<file path="src/logic/nfc_pkg.sv">
/*
 Package for the NOR flash bank command controller: command codes,
 unlock addresses, controller register map, pin timing counts.
 Assumes a 100 MHz core clock and a parallel asynchronous NOR flash.
*/
`default_nettype none

package nfc_pkg;

   // Core clock period
   localparam int CLK_NS = 10;

   // Write strobe low/high and read access times in ns, then cycles (round up)
   localparam int T_WE_LOW_NS  = 35;
   localparam int T_WE_HIGH_NS = 30;
   localparam int T_RD_NS      = 70;
   localparam int WE_LOW_CYC   = (T_WE_LOW_NS + CLK_NS - 1) / CLK_NS;
   localparam int WE_HIGH_CYC  = (T_WE_HIGH_NS + CLK_NS - 1) / CLK_NS;
   localparam int RD_CYC       = (T_RD_NS + CLK_NS - 1) / CLK_NS;

   // Unlock cycle addresses and data, and command codes (fixed localparams)
   localparam logic [11:0] UNLOCK_ADDR1   = 12'h555;
   localparam logic [11:0] UNLOCK_ADDR2   = 12'h2AA;
   localparam logic [15:0] UNLOCK_DATA1   = 16'h00AA;
   localparam logic [15:0] UNLOCK_DATA2   = 16'h0055;
   localparam logic [15:0] CMD_RESET      = 16'h00F0;
   localparam logic [15:0] CMD_IDENT      = 16'h0090;
   localparam logic [15:0] CMD_SEC_ENTER  = 16'h0088;
   localparam logic [15:0] CMD_SEC_EXIT   = 16'h0090;
   localparam logic [15:0] CMD_SEC_EXIT2  = 16'h0000;
   localparam logic [15:0] CMD_PROG_SETUP = 16'h00A0;
   localparam logic [15:0] CMD_BYPASS     = 16'h0020;
   localparam logic [15:0] CMD_BYP_RESET1 = 16'h0090;
   localparam logic [15:0] CMD_BYP_RESET2 = 16'h0000;

   // Controller register offsets
   localparam logic [3:0] REG_CTRL   = 4'h0;
   localparam logic [3:0] REG_ADDR   = 4'h1;
   localparam logic [3:0] REG_WDATA  = 4'h2;
   localparam logic [3:0] REG_STATUS = 4'h3;
   localparam logic [3:0] REG_RDATA  = 4'h4;

   // Operation codes written to the control register
   typedef enum logic [3:0] {
      NFC_OP_READ     = 4'h0,
      NFC_OP_RESET    = 4'h1,
      NFC_OP_IDENT    = 4'h2,
      NFC_OP_SEC_IN   = 4'h3,
      NFC_OP_SEC_OUT  = 4'h4,
      NFC_OP_PROGRAM  = 4'h5,
      NFC_OP_BYP_IN   = 4'h6,
      NFC_OP_BYP_PROG = 4'h7,
      NFC_OP_BYP_OUT  = 4'h8
   } nfc_op_t;

   // One flash bus write cycle
   typedef struct packed {
      logic [21:0] addr;
      logic [15:0] data;
   } nfc_cycle_t;

   localparam int ADDR_W = 22;

endpackage

`default_nettype wire

</file>
<file path="src/logic/nfc_ctrl.sv">
/*
 Host-side controller for one parallel NOR flash: turns software
 operations into unlock/command write sequences and array reads.
 Assumes a synchronous 100 MHz core and an asynchronous flash whose
 ready/busy and status bits come in on pins (synchronised here).
*/
// Notes on behaviour
// - Host writes reset after ident or timeout
// - Ident is two unlocks plus bank command
// - No ident while another bank is busy
// - Protection read needs bank and sector address
// - Three-cycle secure entry, four-cycle exit
// - Word program is four write cycles
// - Hardware reset aborts; reissue full program
// - Bypass entry with 20h, program with A0h
// - Bad sequence needs a reset command
`timescale 1ns/1ps
`default_nettype none

module nfc_ctrl
   import nfc_pkg::*;
#(
   parameter int DW = 16
)(
   input  wire logic              core_clk,
   input  wire logic              rst_n,
   input  wire logic [3:0]        reg_addr,
   input  wire logic [31:0]       reg_wdata,
   input  wire logic              reg_wr,
   input  wire logic              reg_rd,
   output logic      [31:0]       reg_rdata,
   output logic      [ADDR_W-1:0] fl_addr,
   output logic      [DW-1:0]     fl_dq_o,
   output logic                   fl_dq_oe,
   input  wire logic [DW-1:0]     fl_dq_i,
   output logic                   fl_we_n,
   output logic                   fl_oe_n,
   output logic                   fl_ce_n,
   input  wire logic              ready_busy_output,
   output logic                   protect_accelerate_pin
);

   ////////////////////////////////////////////////////////////////////
   // Sequencer states, Gray-coded from S_IDLE through S_SETUP and S_WLOW to S_WHIGH
   typedef enum logic [2:0] {
      S_IDLE  = 3'b000,
      S_SETUP = 3'b001,
      S_WLOW  = 3'b011,
      S_WHIGH = 3'b010,
      S_RLOW  = 3'b110,
      S_WAIT  = 3'b111
   } nfc_state_t;

   nfc_state_t        state_r;
   nfc_cycle_t        seq_r [4];
   logic [2:0]        seq_len_r;
   logic [2:0]        seq_idx_r;
   logic [3:0]        cnt_r;
   logic [ADDR_W-1:0] addr_r;
   logic [DW-1:0]     wdata_r;
   logic [DW-1:0]     rdata_r;
   logic              bypass_r;
   logic              secure_r;
   logic              ident_r;
   logic              busy_wait_r;
   logic              refused_r;
   logic              accel_r;
   logic [1:0]        rb_sync_r;
   logic [DW-1:0]     dq_meta_r;
   logic [DW-1:0]     dq_sync_r;

   // Far pins pass two flops before use
   always_ff @(posedge core_clk)
   begin
      rb_sync_r <= {rb_sync_r[0], ready_busy_output};
      dq_meta_r <= fl_dq_i;
      dq_sync_r <= dq_meta_r;   // Bus stands for the whole read, so two flops suffice
   end

   wire logic rb_ready  = rb_sync_r[1];
   wire logic tlim_flag = dq_sync_r[5];   // timing_limit_flag while busy

   ////////////////////////////////////////////////////////////////////
   // Register decode and operation legality
   wire logic    wr_ctrl = reg_wr && reg_addr == REG_CTRL;
   wire nfc_op_t op      = nfc_op_t'(reg_wdata[3:0]);
   wire logic    idle    = state_r == S_IDLE;

   // bypass only takes program and bypass reset
   function automatic logic op_ok(input nfc_op_t o, input logic byp,
                                  input logic sec);
      if (byp)
         op_ok = (o == NFC_OP_BYP_PROG) || (o == NFC_OP_BYP_OUT);
      else if (sec)
         // no bypass while secure region mapped
         op_ok = (o != NFC_OP_BYP_IN) && (o != NFC_OP_BYP_PROG);
      else
         op_ok = (o != NFC_OP_BYP_PROG) && (o != NFC_OP_BYP_OUT);
   endfunction

   // nothing launched while busy
   // Codes past the last op are refused; raised pin counts as bypass
   wire logic accept = wr_ctrl && idle && rb_ready && reg_wdata[3:0] <= NFC_OP_BYP_OUT &&
                       op_ok(op, bypass_r || accel_r, secure_r);

   wire nfc_cycle_t u1 = '{addr: {10'h000, UNLOCK_ADDR1}, data: UNLOCK_DATA1};
   wire nfc_cycle_t u2 = '{addr: {10'h000, UNLOCK_ADDR2}, data: UNLOCK_DATA2};
   wire logic [ADDR_W-1:0] ba_unl = {addr_r[ADDR_W-1:12], UNLOCK_ADDR1};

   ////////////////////////////////////////////////////////////////////
   // Build command sequence for an accepted operation
   nfc_cycle_t nseq [4];
   logic [2:0] nlen;
   always_comb
   begin
      nseq[0] = u1;
      nseq[1] = u2;
      nseq[2] = '0;
      nseq[3] = '0;
      nlen    = 3'd0;
      case (op)
         NFC_OP_RESET:
         begin
            nseq[0] = '{addr: addr_r, data: CMD_RESET};
            nlen    = 3'd1;
         end
         // two unlocks then bank address with command
         NFC_OP_IDENT:
         begin
            nseq[2] = '{addr: ba_unl, data: CMD_IDENT};
            nlen    = 3'd3;
         end
         NFC_OP_SEC_IN:
         begin
            nseq[2] = '{addr: {10'h000, UNLOCK_ADDR1}, data: CMD_SEC_ENTER};
            nlen    = 3'd3;
         end
         NFC_OP_SEC_OUT:
         begin
            nseq[2] = '{addr: {10'h000, UNLOCK_ADDR1}, data: CMD_SEC_EXIT};
            nseq[3] = '{addr: '0, data: CMD_SEC_EXIT2};
            nlen    = 3'd4;
         end
         // two unlocks, set-up, address with data
         NFC_OP_PROGRAM:
         begin
            nseq[2] = '{addr: {10'h000, UNLOCK_ADDR1}, data: CMD_PROG_SETUP};
            nseq[3] = '{addr: addr_r, data: wdata_r};
            nlen    = 3'd4;
         end
         // bypass entry and two-write bypass program
         NFC_OP_BYP_IN:
         begin
            nseq[2] = '{addr: {10'h000, UNLOCK_ADDR1}, data: CMD_BYPASS};
            nlen    = 3'd3;
         end
         NFC_OP_BYP_PROG:
         begin
            nseq[0] = '{addr: addr_r, data: CMD_PROG_SETUP};
            nseq[1] = '{addr: addr_r, data: wdata_r};
            nlen    = 3'd2;
         end
         NFC_OP_BYP_OUT:
         begin
            nseq[0] = '{addr: addr_r, data: CMD_BYP_RESET1};
            nseq[1] = '{addr: addr_r, data: CMD_BYP_RESET2};
            nlen    = 3'd2;
         end
         default:
            nlen = 3'd0;
      endcase
   end

   wire logic is_prog  = op == NFC_OP_PROGRAM || op == NFC_OP_BYP_PROG;
   wire logic cnt_done = cnt_r == 4'd0;
   wire logic last_wr  = seq_idx_r == seq_len_r - 3'd1;

   ////////////////////////////////////////////////////////////////////
   // Configuration registers from software
   always_ff @(posedge core_clk)
   begin
      if (!rst_n)
      begin
         addr_r  <= '0;
         wdata_r <= '0;
         accel_r <= 1'b0;
      end
      else if (reg_wr && reg_addr == REG_ADDR)
         addr_r <= reg_wdata[ADDR_W-1:0];
      else if (reg_wr && reg_addr == REG_WDATA)
         wdata_r <= reg_wdata[DW-1:0];
      // accelerate only on accepted ops, never with secure
      else if (accept)
         accel_r <= reg_wdata[8] && !secure_r && op != NFC_OP_SEC_IN;
   end

   ////////////////////////////////////////////////////////////////////
   // Sequencer: write cycles, array reads, busy wait
   always_ff @(posedge core_clk)
   begin
      if (!rst_n)
      begin
         state_r     <= S_IDLE;
         seq_len_r   <= '0;
         seq_idx_r   <= '0;
         cnt_r       <= '0;
         busy_wait_r <= 1'b0;
         for (int i = 0; i < 4; i++)
            seq_r[i] <= '0;
      end
      else
      begin
         if (cnt_r != 4'd0)
            cnt_r <= cnt_r - 4'd1;
         case (state_r)
            S_IDLE:
               if (accept && op == NFC_OP_READ)
               begin
                  state_r <= S_RLOW;
                  cnt_r   <= 4'(RD_CYC);
               end
               else if (accept)
               begin
                  seq_r       <= nseq;
                  seq_len_r   <= nlen;
                  seq_idx_r   <= '0;
                  busy_wait_r <= is_prog;
                  state_r     <= S_SETUP;
               end
            S_SETUP:
            begin
               state_r <= S_WLOW;
               cnt_r   <= 4'(WE_LOW_CYC);
            end
            S_WLOW:
               if (cnt_done)
               begin
                  state_r <= S_WHIGH;
                  cnt_r   <= 4'(WE_HIGH_CYC);
               end
            S_WHIGH:
               if (cnt_done && !last_wr)
               begin
                  seq_idx_r <= seq_idx_r + 3'd1;
                  state_r   <= S_SETUP;
               end
               else if (cnt_done)
               begin
                  state_r <= busy_wait_r ? S_WAIT : S_IDLE;
                  cnt_r   <= 4'(RD_CYC);
               end
            S_WAIT:
               if (cnt_done && rb_ready)
                  state_r <= S_IDLE;
            S_RLOW:
               if (cnt_done)
                  state_r <= S_IDLE;
            default:
               state_r <= S_IDLE;
         endcase
      end
   end

   ////////////////////////////////////////////////////////////////////
   // Mode tracking as seen by the host
   always_ff @(posedge core_clk)
   begin
      if (!rst_n)
      begin
         bypass_r  <= 1'b0;
         secure_r  <= 1'b0;
         ident_r   <= 1'b0;
         refused_r <= 1'b0;
      end
      else if (wr_ctrl)
      begin
         refused_r <= !accept;
         if (accept)
            case (op)
               NFC_OP_RESET:    ident_r  <= 1'b0;
               NFC_OP_IDENT:    ident_r  <= 1'b1;
               NFC_OP_SEC_IN:   secure_r <= 1'b1;
               NFC_OP_SEC_OUT:  secure_r <= 1'b0;
               NFC_OP_BYP_IN:   bypass_r <= 1'b1;
               NFC_OP_BYP_OUT:  bypass_r <= 1'b0;
               default:         bypass_r <= bypass_r;
            endcase
      end
   end

   ////////////////////////////////////////////////////////////////////
   // Pin drive, all from flops
   wire nfc_cycle_t cur = seq_r[seq_idx_r[1:0]];
   wire logic writing   = state_r == S_SETUP || state_r == S_WLOW || state_r == S_WHIGH;
   always_ff @(posedge core_clk)
   begin
      if (!rst_n)
      begin
         fl_addr                <= '0;
         fl_dq_o                <= '0;
         fl_dq_oe               <= 1'b0;
         fl_we_n                <= 1'b1;
         fl_oe_n                <= 1'b1;
         fl_ce_n                <= 1'b1;
         protect_accelerate_pin <= 1'b0;
         rdata_r                <= '0;
      end
      else
      begin
         fl_addr  <= writing ? cur.addr : addr_r;
         fl_dq_o  <= cur.data;
         fl_dq_oe <= writing;
         fl_we_n  <= state_r != S_WLOW;
         fl_oe_n  <= !(state_r == S_RLOW || state_r == S_WAIT);
         fl_ce_n  <= state_r == S_IDLE;
         protect_accelerate_pin <= accel_r;
         // status read back comes from flash unchanged
         if (state_r == S_RLOW && cnt_done)
            rdata_r <= dq_sync_r;
      end
   end

   ////////////////////////////////////////////////////////////////////
   // Read port, one cycle after strobe
   wire logic [31:0] status_w = {24'h000000, refused_r, tlim_flag, accel_r,
                                 ident_r, secure_r, bypass_r, rb_ready, !idle};
   always_ff @(posedge core_clk)
   begin
      if (!rst_n)
         reg_rdata <= '0;
      else if (reg_rd)
         case (reg_addr)
            REG_ADDR:   reg_rdata <= 32'(addr_r);
            REG_WDATA:  reg_rdata <= 32'(wdata_r);
            REG_STATUS: reg_rdata <= status_w;
            REG_RDATA:  reg_rdata <= 32'(rdata_r);
            default:    reg_rdata <= '0;
         endcase
      else
         reg_rdata <= '0;
   end

   ////////////////////////////////////////////////////////////////////
   // Checks
   // no bypass program outside bypass
   bypass_gate_a: assert property (@(posedge core_clk) disable iff (!rst_n)
      wr_ctrl && op == NFC_OP_BYP_PROG && !bypass_r && !accel_r |-> !accept)
      else $error("bypass program accepted outside bypass");
   secure_accel_a: assert property (@(posedge core_clk) disable iff (!rst_n)
      secure_r |-> !accel_r)
      else $error("accelerate raised in secure mode");
   busy_refuse_a: assert property (@(posedge core_clk) disable iff (!rst_n)
      wr_ctrl && (!rb_ready || !idle) |-> ##1 refused_r)
      else $error("command accepted while busy");
   // strobe low only with data driven
   strobe_data_a: assert property (@(posedge core_clk) disable iff (!rst_n)
      !fl_we_n |-> fl_dq_oe && !fl_ce_n)
      else $error("write strobe without data");
   // program launches a write within bound
   program_go_a: assert property (@(posedge core_clk) disable iff (!rst_n)
      accept && op == NFC_OP_PROGRAM |-> ##[1:4] !fl_we_n)
      else $error("program sequence not started");
   // secure entry sets mode next cycle
   secure_in_a: assert property (@(posedge core_clk) disable iff (!rst_n)
      accept && op == NFC_OP_SEC_IN |=> secure_r)
      else $error("secure mode not set");
   ident_exit_a: assert property (@(posedge core_clk) disable iff (!rst_n)
      accept && op == NFC_OP_RESET |=> !ident_r)
      else $error("ident mode kept after reset");
   wait_ready_a: assert property (@(posedge core_clk) disable iff (!rst_n)
      state_r == S_WAIT && !rb_ready |=> state_r == S_WAIT)
      else $error("left busy wait early");

endmodule

`default_nettype wire

</file>
<file path="config.mk">
export PLATFORM = sky130hd
export DESIGN_NAME = nfc_ctrl
export DESIGN_NICKNAME = d
export VERILOG_FILES = /design/src/logic/nfc_pkg.sv /design/src/logic/nfc_ctrl.sv
export SDC_FILE = /design/constraint.sdc
export NUM_CORES = 1
export LEC_CHECK = 0
export ABC_AREA = 0
export ABC_CLOCK_PERIOD_IN_PS = 2490
export BUFFER_PORTS_ARGS = -buffer_cell sky130_fd_sc_hd__buf_2
export CORE_MARGIN = 1.5
export CORE_UTILIZATION = 30
export CTS_CLUSTER_DIAMETER = 40
export DETAILED_ROUTE_END_ITERATION = 16
export SETUP_SLACK_MARGIN = 0.1
export SLEW_MARGIN = 20
export SYNTH_ARGS = -nofsm -noshare
export SYNTH_HDL_FRONTEND = slang
export SYNTH_SLANG_ARGS = --single-unit
export TNS_END_PERCENT = 10
</file>
<file path="constraint.sdc">
create_clock -name core_clk -period 2.49 [get_ports core_clk]
set_clock_uncertainty 0.05 [all_clocks]
set_input_delay 0.1245 -clock core_clk [delete_from_list [all_inputs] [get_ports core_clk]]
set_output_delay 0.1245 -clock core_clk [all_outputs]
set_load 0.01 [all_outputs]
</file>
Word level (Yosys, flattened, before mapping):

Cells that the tools add are included.
W data, S select, Z words.

* bits in registers: 334
* word-level logic and storage cells: 153

* $add $sub $neg: 3
* magnitude comparators: 2
* equality and inequality tests: 31
* multiplexer cells: 34
* bitwise operators: 4
* reductions and logical operators: 47

Operators by type and width (number)
* $pmux W38 S5: 1
* $mux W38: 3
* $pmux W38 S3: 1
* $pmux W22 S4: 1
* $bmux W38 S2: 1
* $pmux W38 S2: 1
* $mux W3: 11
* $mux W22: 1
* $eq A4 B3 Y1 const B: 5
* $mux W4: 5
* $pmux W3 S6: 1
* $eq A4 B2 Y1 const B: 4
* $pmux W4 S4: 1
* $logic_and A1 B1 Y1: 15
* $reduce_and A3 Y1: 5
* $logic_not A4 Y1: 3
* $pmux W3 S4: 1
* $ne A2 B2 Y1 const B: 5
* $eq A4 B1 Y1 const B: 2
* $ne A4 B3 Y1 const B: 2
* $reduce_bool A2 Y1: 4
* $eq A3 B2 Y1 const B: 2
* $eq A3 B3 Y1 const B: 2
* $logic_or A1 B1 Y1: 6
* other kinds (27): 38

Longest topological paths before layout:

Gate-level depths: netlist of run 1.

* depth in word-level cells: 9
* gate-level depth with buffers: 10
* gate-level depth less buffers: 8

Worst setup path before layout of run 1:

OpenSTA, ideal clock, no wires.

* path type: reg2reg
* from: register cnt_r[0]
* to: register rdata_r[10]
* library setup time: 0.070 ns
* arrival time: 2.050 ns
* setup slack: 0.320 ns
* stages on the path, launching flop included: 9
* buffers on the path: 2
* period minus slack after synthesis: 2.170 ns
* cell sequence: dfxtp_1 inv_1 ha_1 or3b_1 clkbuf_1 nor4_1 buf_2 nand2_1 a21oi_1

* cells in the longest elaborated chain, start to end: 2

Ends and longest elaborated chain
* from (decl): RTL line nfc_ctrl.sv:58 `logic [3:0] cnt_r;`
* from (signal assigned): RTL line nfc_ctrl.sv:214 `cnt_r <= cnt_r - 4'd1;`
* from (signal assigned): RTL line nfc_ctrl.sv:220 `cnt_r <= 4'(RD_CYC);`
* from (signal assigned): RTL line nfc_ctrl.sv:233 `cnt_r <= 4'(WE_LOW_CYC);`
* $logic_not A4 Y1: RTL line nfc_ctrl.sv:175 `wire logic cnt_done = cnt_r == 4'd0;`
* $logic_and A1 B1 Y1: RTL line nfc_ctrl.sv:318 `if (state_r == S_RLOW && cnt_done)`
* to (signal assigned): RTL line nfc_ctrl.sv:319 `rdata_r <= dq_sync_r;`
* to (decl): RTL line nfc_ctrl.sv:61 `logic [DW-1:0] rdata_r;`

No other way between the ends.
A chain may end at the register's enable or synchronous reset.

Worst setup path in the final report of run 1:

* from: register secure_r
* to: register seq_r[42] in the netlist's numbering

* cells in the longest elaborated chain, start to end: 6

Ends and longest elaborated chain
* from (decl): RTL line nfc_ctrl.sv:63 `logic secure_r;`
* from (signal assigned): RTL line nfc_ctrl.sv:271 `secure_r <= 1'b0;`
* from (signal assigned): RTL line nfc_ctrl.sv:282 `NFC_OP_SEC_IN: secure_r <= 1'b1;`
* from (signal assigned): RTL line nfc_ctrl.sv:283 `NFC_OP_SEC_OUT: secure_r <= 1'b0;`
* $mux W1 (*): RTL line nfc_ctrl.sv:94 `else if (sec)`
* $mux W1 (*): RTL line nfc_ctrl.sv:92 `if (byp)`
* $logic_and A1 B1 Y1 (*): RTL line nfc_ctrl.sv:103 `wire logic accept = wr_ctrl && idle && rb_ready && reg_wdata[3:0] <= NFC_OP_BYP_OUT &&`
* $logic_and A1 B1 Y1: RTL line nfc_ctrl.sv:217 `if (accept && op == NFC_OP_READ)`
* $not A1 Y1 (no line)
* $reduce_and A3 Y1 (no line) (*)
* to (signal assigned): RTL line nfc_ctrl.sv:224 `seq_r <= nseq;`
* to (decl): RTL line nfc_ctrl.sv:55 `nfc_cycle_t seq_r [4];`

Mark *: on every way between the ends. The rest lies on a longest branch, timed or not.

==> results of run 1 <==
through the flow:
stage,setup WS [ns],instance area (um^2)
final,0.203,14000
after floorplan,0.320,10900
after CTS,0.111,13900
after detailed placement,0.147,12100
after global routing,0.0656,14000
after global placement,0.199,12100
timing repair:
item,CTS,global route
resized for setup,0,5
hold endpoints to repair,58,0
setup buffers,0,2
hold buffers,43,0
setup endpoints to repair,0,121
Yosys cell counts, types with 6 or more instances:
cell / instances / area [um^2]
mux2i_1: 21 / 210
nor3_1: 31 / 155
nand2_1: 259 / 972
a22o_1: 10 / 87.6
inv_1: 9 / 33.8
clkbuf_1: 67 / 251
a211oi_1: 8 / 60.1
a222oi_1: 16 / 160
a21oi_1: 194 / 971
buf_1: 7 / 26.3
buf_2: 14 / 70.1
mux4_2: 14 / 315
buf_6: 6 / 67.6
dfxtp_1: 290 / 5810
mux2_2: 6 / 67.6
nand3_1: 89 / 445
nor2_1: 74 / 278
o21ai_0: 13 / 65.1
a221oi_1: 9 / 78.8
and2_1: 13 / 81.3
buf_4: 12 / 90.1
per-layer routing:
layer  vias up  GRT usage
met5         -          0
met4         0     0.0534
met3        44     0.0268
met2       313      0.260
met1      4571      0.235
li1       4581          -
sequential cells by signal (all words and copies together) (netlist names), 2 cells and up:
signal,cells
fl_addr,22
reg_rdata,22
addr_r,22
seq_len_r,3
dq_meta_r,16
fl_dq_o,16
state_r,3
seq_idx_r,3
cnt_r,4
rdata_r,16
seq_r,118
wdata_r,16
dq_sync_r,16
rb_sync_r,2
critical path: cells and delay by family, from the launching register on:
| family | cells | cell delay [ns] |
|---|---|---|
| AND/OR/NAND/NOR | 3 | 0.86 |
| AO/OA/AOI/OAI | 3 | 0.75 |
| flip-flops | 1 | 0.36 |
| buffers and inverters | 1 | 0.19 |
where the power goes:
group	switching (uW)	internal (uW)
logic	397	267
clock network	2350	3730
registers	52.0	4720
worst paths after layout:
kind,from,end,slack [ns],depth (start not counted)
min,reg_rd,reg_rdata[10],0.06,4
max,secure_r,seq_r[42],0.20,7
max reg2reg,secure_r,seq_r[42],0.20,7
min reg2reg,dq_meta_r[5],dq_sync_r[5],0.28,0
final cells by class:
| cell class | instances | area [um^2] | area share |
|---|---|---|---|
| Tap cell | 461 | 577 | 0.0413 |
| Clock buffer | 46 | 1080 | 0.0770 |
| Inverter | 11 | 43.8 | 0.00313 |
| Clock inverter | 31 | 375 | 0.0269 |
| Multi-Input combinational cell | 839 | 4640 | 0.332 |
| Timing Repair Buffer | 206 | 1460 | 0.104 |
| Sequential cell | 290 | 5810 | 0.416 |
cells by family (layout without fill, tap and decap cells):
logic type	count (synthesis)	count (layout)
simple gates	503	504
fa+ha+maj	4	4
flops	290	290
buf+inv	118	294
other cells	1	10
compound gates	273	273
xor+xnor	7	7
mux	41	41
==> flow_metrics.env, run 1 <==
export IMPL_first_global_vias=8962
export IMPL_post_route_period_util=0.919
export IMPL_met3WireLength_um=1920
export IMPL_syn_cell_area_um2=10900
export IMPL_antenna_found_initial=0
export IMPL_grt_pass1_wl_um=50300
export IMPL_gp_congestion=0.793
export IMPL_critPathLaunchType="flip-flop"
export IMPL_drv_slew=0
export IMPL_rsz0062_at_grt="yes"
export IMPL_area_delta_synth_final_pct=28.0
export IMPL_netlist_instances=1237
export IMPL_drt_met1_wl_um=15000
export IMPL_drc=4
export IMPL_cts_buffers=42
export IMPL_muxShareOfSynthArea=0.0543
export IMPL_synth_yosys_seq_area_share=0.532
export IMPL_wl_per_cell_um=16.9
export IMPL_cts_clk_slew_worst_paths_ns=0.06
export IMPL_cts_root_buf="clkbuf_16"
export IMPL_final_net_count=1451
export IMPL_vdd_drop_max_v=0.000511
export IMPL_path_class="reg -> reg"
export IMPL_maxCapViolations=0
export IMPL_vias_per_cell=5.05
export IMPL_final_common_cell="dfxtp_1"
export IMPL_antenna_left=0
export IMPL_hold_ws_ns=0.0559
export IMPL_drt_wl_total_um=31900
export IMPL_clk_latency_ns=0.55
export IMPL_syn_avg_cell_area_um2=8.82
export IMPL_die_h_um=194
export IMPL_cts_htree_levels=2
export IMPL_cp_arrival_ns=2.72
export IMPL_chipWidth_um=194
export IMPL_placed_cells=1761
export IMPL_synth_xor_area_share=0.00688
export IMPL_drt_iter0_drc=999
export IMPL_violations="DRC"
export IMPL_p_total_uw=11500
export IMPL_antenna_cells=0
export IMPL_p_leak_uw=0.00507
export IMPL_ys_seq_elements=290
export IMPL_rows=69
export IMPL_utilization=0.392
export IMPL_top_layer_used="met4"
export IMPL_synthArstFlopShare=0
export IMPL_dr_total_vias=9509
export IMPL_wl_met2_um=14300
export IMPL_synth_compound_area_frac=0.149
export IMPL_synth_edff_count=0
export IMPL_status="finished with violations"
export IMPL_end_kind="flip-flop"
export IMPL_ys_types=63
export IMPL_drive_gt1_frac=0.193
export IMPL_grt_use_total=0.167
export IMPL_slew_limit_headroom=0.518
export IMPL_hold_viol=0
export IMPL_final_cell_mix="dfxtp_1 (289), nand2_1 (259), a21oi_1 (194), buf_2 (111), nand3_1 (89)"
export IMPL_synth_top_family_by_area="simple AND/OR/NAND/NOR gates"
export IMPL_dpl_hpwl_um=20800
export IMPL_yosys_area_share_simple=0.203
export IMPL_fin_crit_ns=2.29
export IMPL_clock_sinks=290
export IMPL_synthAdderAreaFrac=0.00459
export IMPL_crit_chain="nor3_2 -> o21ai_1 -> a2111oi_4 -> buf_4 -> nand3_4 -> or4_1 -> a21oi_1"
export IMPL_grt_start_max_net_pins=67
export IMPL_max_stage_delay_ns=0.51
export IMPL_ys_warn_count=0
export IMPL_hp_class="in -> reg"
export IMPL_fin_cells=1884
export IMPL_synth_flop_cell="dfxtp_1"
export IMPL_overflow=0
export IMPL_tightest_slew_ns=0.720
export IMPL_powerDensity_nw_per_um2=824
export IMPL_setup_tns_final_ns=0
export IMPL_dieArea_um2=37500
export IMPL_cp_max_fo=9
export IMPL_slowest_stage="or4_1"
export IMPL_io_pins=132
export IMPL_first_pass_iters=11
export IMPL_setup_viol=0
export IMPL_max_clock_freq_ghz=0.437
export IMPL_cts_tree="built"
export IMPL_start_util=0.306
export IMPL_cp_required_ns=2.92
export IMPL_core_area_um2=35700
export IMPL_port_buffers=111
export IMPL_cts_path_max_buffers=3
export IMPL_fillers=3525
No activity file was read; power rests on OpenSTA's default activity.
==> run 2: changes to the inputs <==
--- a/config.mk
+++ b/config.mk
@@ -8,10 +8,13 @@
 export ABC_AREA = 0
 export ABC_CLOCK_PERIOD_IN_PS = 2490
 export BUFFER_PORTS_ARGS = -buffer_cell sky130_fd_sc_hd__buf_2
+export CELL_PAD_IN_SITES_DETAIL_PLACEMENT = 1
+export CELL_PAD_IN_SITES_GLOBAL_PLACEMENT = 1
 export CORE_MARGIN = 1.5
 export CORE_UTILIZATION = 30
 export CTS_CLUSTER_DIAMETER = 40
 export DETAILED_ROUTE_END_ITERATION = 16
+export PLACE_DENSITY_LB_ADDON = 0.1
 export SETUP_SLACK_MARGIN = 0.1
 export SLEW_MARGIN = 20
 export SYNTH_ARGS = -nofsm -noshare
==> flow_metrics.env, run 2 (synthesized netlist as in run 1, its figures left out) <==
export IMPL_drive_gt1_frac=0.204
export IMPL_fin_cells=1905
export IMPL_status="finished with violations"
export IMPL_grt_start_max_net_pins=74
export IMPL_dpl_hpwl_um=24100
export IMPL_gp_congestion=0.777
export IMPL_hp_class="in -> reg"
export IMPL_wl_per_cell_um=18.9
export IMPL_overflow=0
export IMPL_max_clock_freq_ghz=0.446
export IMPL_fin_crit_ns=2.24
export IMPL_critPathLaunchType="flip-flop"
export IMPL_cts_tree="built"
export IMPL_clk_latency_ns=0.58
export IMPL_tightest_slew_ns=0.728
export IMPL_largest_register="seq_r"
export IMPL_die_h_um=194
export IMPL_rows=69
export IMPL_utilization=0.401
export IMPL_setup_viol=0
export IMPL_cp_arrival_ns=2.63
export IMPL_cp_required_ns=2.88
export IMPL_violations="DRC"
export IMPL_slew_limit_headroom=0.513
export IMPL_final_common_cell="dfxtp_1"
export IMPL_hold_ws_ns=0.0407
export IMPL_area_delta_synth_final_pct=31.1
export IMPL_cts_root_buf="clkbuf_16"
export IMPL_vdd_drop_max_v=0.000521
export IMPL_clock_sinks=290
export IMPL_core_area_um2=35700
export IMPL_post_route_period_util=0.900
export IMPL_largest_reg_flops=118
export IMPL_final_net_count=1468
export IMPL_end_kind="flip-flop"
export IMPL_powerDensity_nw_per_um2=854
export IMPL_cts_buffers=49
export IMPL_antenna_cells=0
export IMPL_drt_iter0_drc=558
export IMPL_hold_viol=0
export IMPL_grt_use_total=0.193
export IMPL_maxCapViolations=0
export IMPL_grt_pass1_wl_um=56700
export IMPL_first_pass_iters=11
export IMPL_antenna_found_initial=0
export IMPL_fin_ws_ns=0.250
export IMPL_final_cell_mix="dfxtp_1 (289), nand2_1 (259), a21oi_1 (193), buf_2 (111), nand3_1 (89)"
export IMPL_dieArea_um2=37500
export IMPL_cts_path_max_buffers=3
export IMPL_vias_per_cell=5.00
export IMPL_chipWidth_um=194
export IMPL_p_leak_uw=0.00523
export IMPL_drt_wl_total_um=36000
export IMPL_port_buffers=111
export IMPL_first_global_vias=9577
export IMPL_cp_max_fo=31
export IMPL_dr_total_vias=9521
export IMPL_dp_worst_setup_slack_ns=0.143
export IMPL_setup_tns_final_ns=0
export IMPL_drc=6
export IMPL_start_util=0.306
export IMPL_path_class="reg -> reg"
export IMPL_rsz0062_at_grt="no"
export IMPL_cts_clk_slew_worst_paths_ns=0.06
export IMPL_cts_htree_levels=2
export IMPL_drv_slew=0
export IMPL_antenna_left=0
export IMPL_placed_cells=1771
export IMPL_io_pins=132
==> run 2: cell count changes in the layout (fill, tap and decap cells not counted), moves of 3 or more <==
cell | previous run | this run
buf_4 | 44 | 52
inv_8 | 1 | 5
clkbuf_16 | 42 | 49
inv_6 | 10 | 5
clkbuf_1 | 3 | 6
clkbuf_8 | 1 | 5
buf_12 | 6 | 10
==> run 2: cell type report <==
class | instances | area (um^2)
multi-input combinational | 838 | 4630
sequential | 290 | 5810
tap | 461 | 577
timing repair buffer | 217 | 1590
fill | 4114 | 21300
inverter | 11 | 46.3
clock inverter | 28 | 340
clock buffer | 60 | 1320
==> run 2: worst paths after layout <==
check | start | to | cells after the start | slack, ns
worst min register to register | dq_meta_r[7] | dq_sync_r[7] | 0 | 0.27
worst max-delay path | secure_r | seq_r[118] | 8 | 0.25
worst min-delay path | reg_rd | reg_rdata[15] | 4 | 0.04
worst max register to register | secure_r | seq_r[118] | 8 | 0.25
==> run 2: routing by layer <==
layer  track usage  wire length (um)
met1         0.268             17700
met2         0.306             16100
met3        0.0284              1260
met4        0.0668               984
met5             0                 0
==> run 2: power breakdown <==
part,internal (uW),switching [uW],leakage [uW]
clock network,4240,2510,0.000799
logic,274,418,0.00209
registers,4730,52.9,0.00235
==> run 2: per-stage QoR <==
| stage | instance area (um^2) | power (uW) |
|---|---|---|
| final | 14300 | 12200 |
| after global routing | 14300 | 12700 |
| after CTS | 14300 | 12400 |
| after detailed placement | 12200 | 5510 |
| after global placement | 12200 | 5500 |
| after floorplan | 10900 | 5250 |
==> run 2: what timing repair did <==
item,in CTS,in global routing
resized for setup,0,2
endpoints found under the setup margin,0,109
setup buffers,0,2
hold buffers,44,0
endpoints found under the hold margin,64,0
==> run 2: worst max-delay path: stages (launching register included) <==
cell       delay (ns)
dfxtp_1          0.34
nor3_2           0.23
o21ai_0          0.22
a2111oi_4        0.37
buf_4            0.19
nand3_4          0.12
buf_4            0.27
nor3_1           0.25
nor3_1           0.07
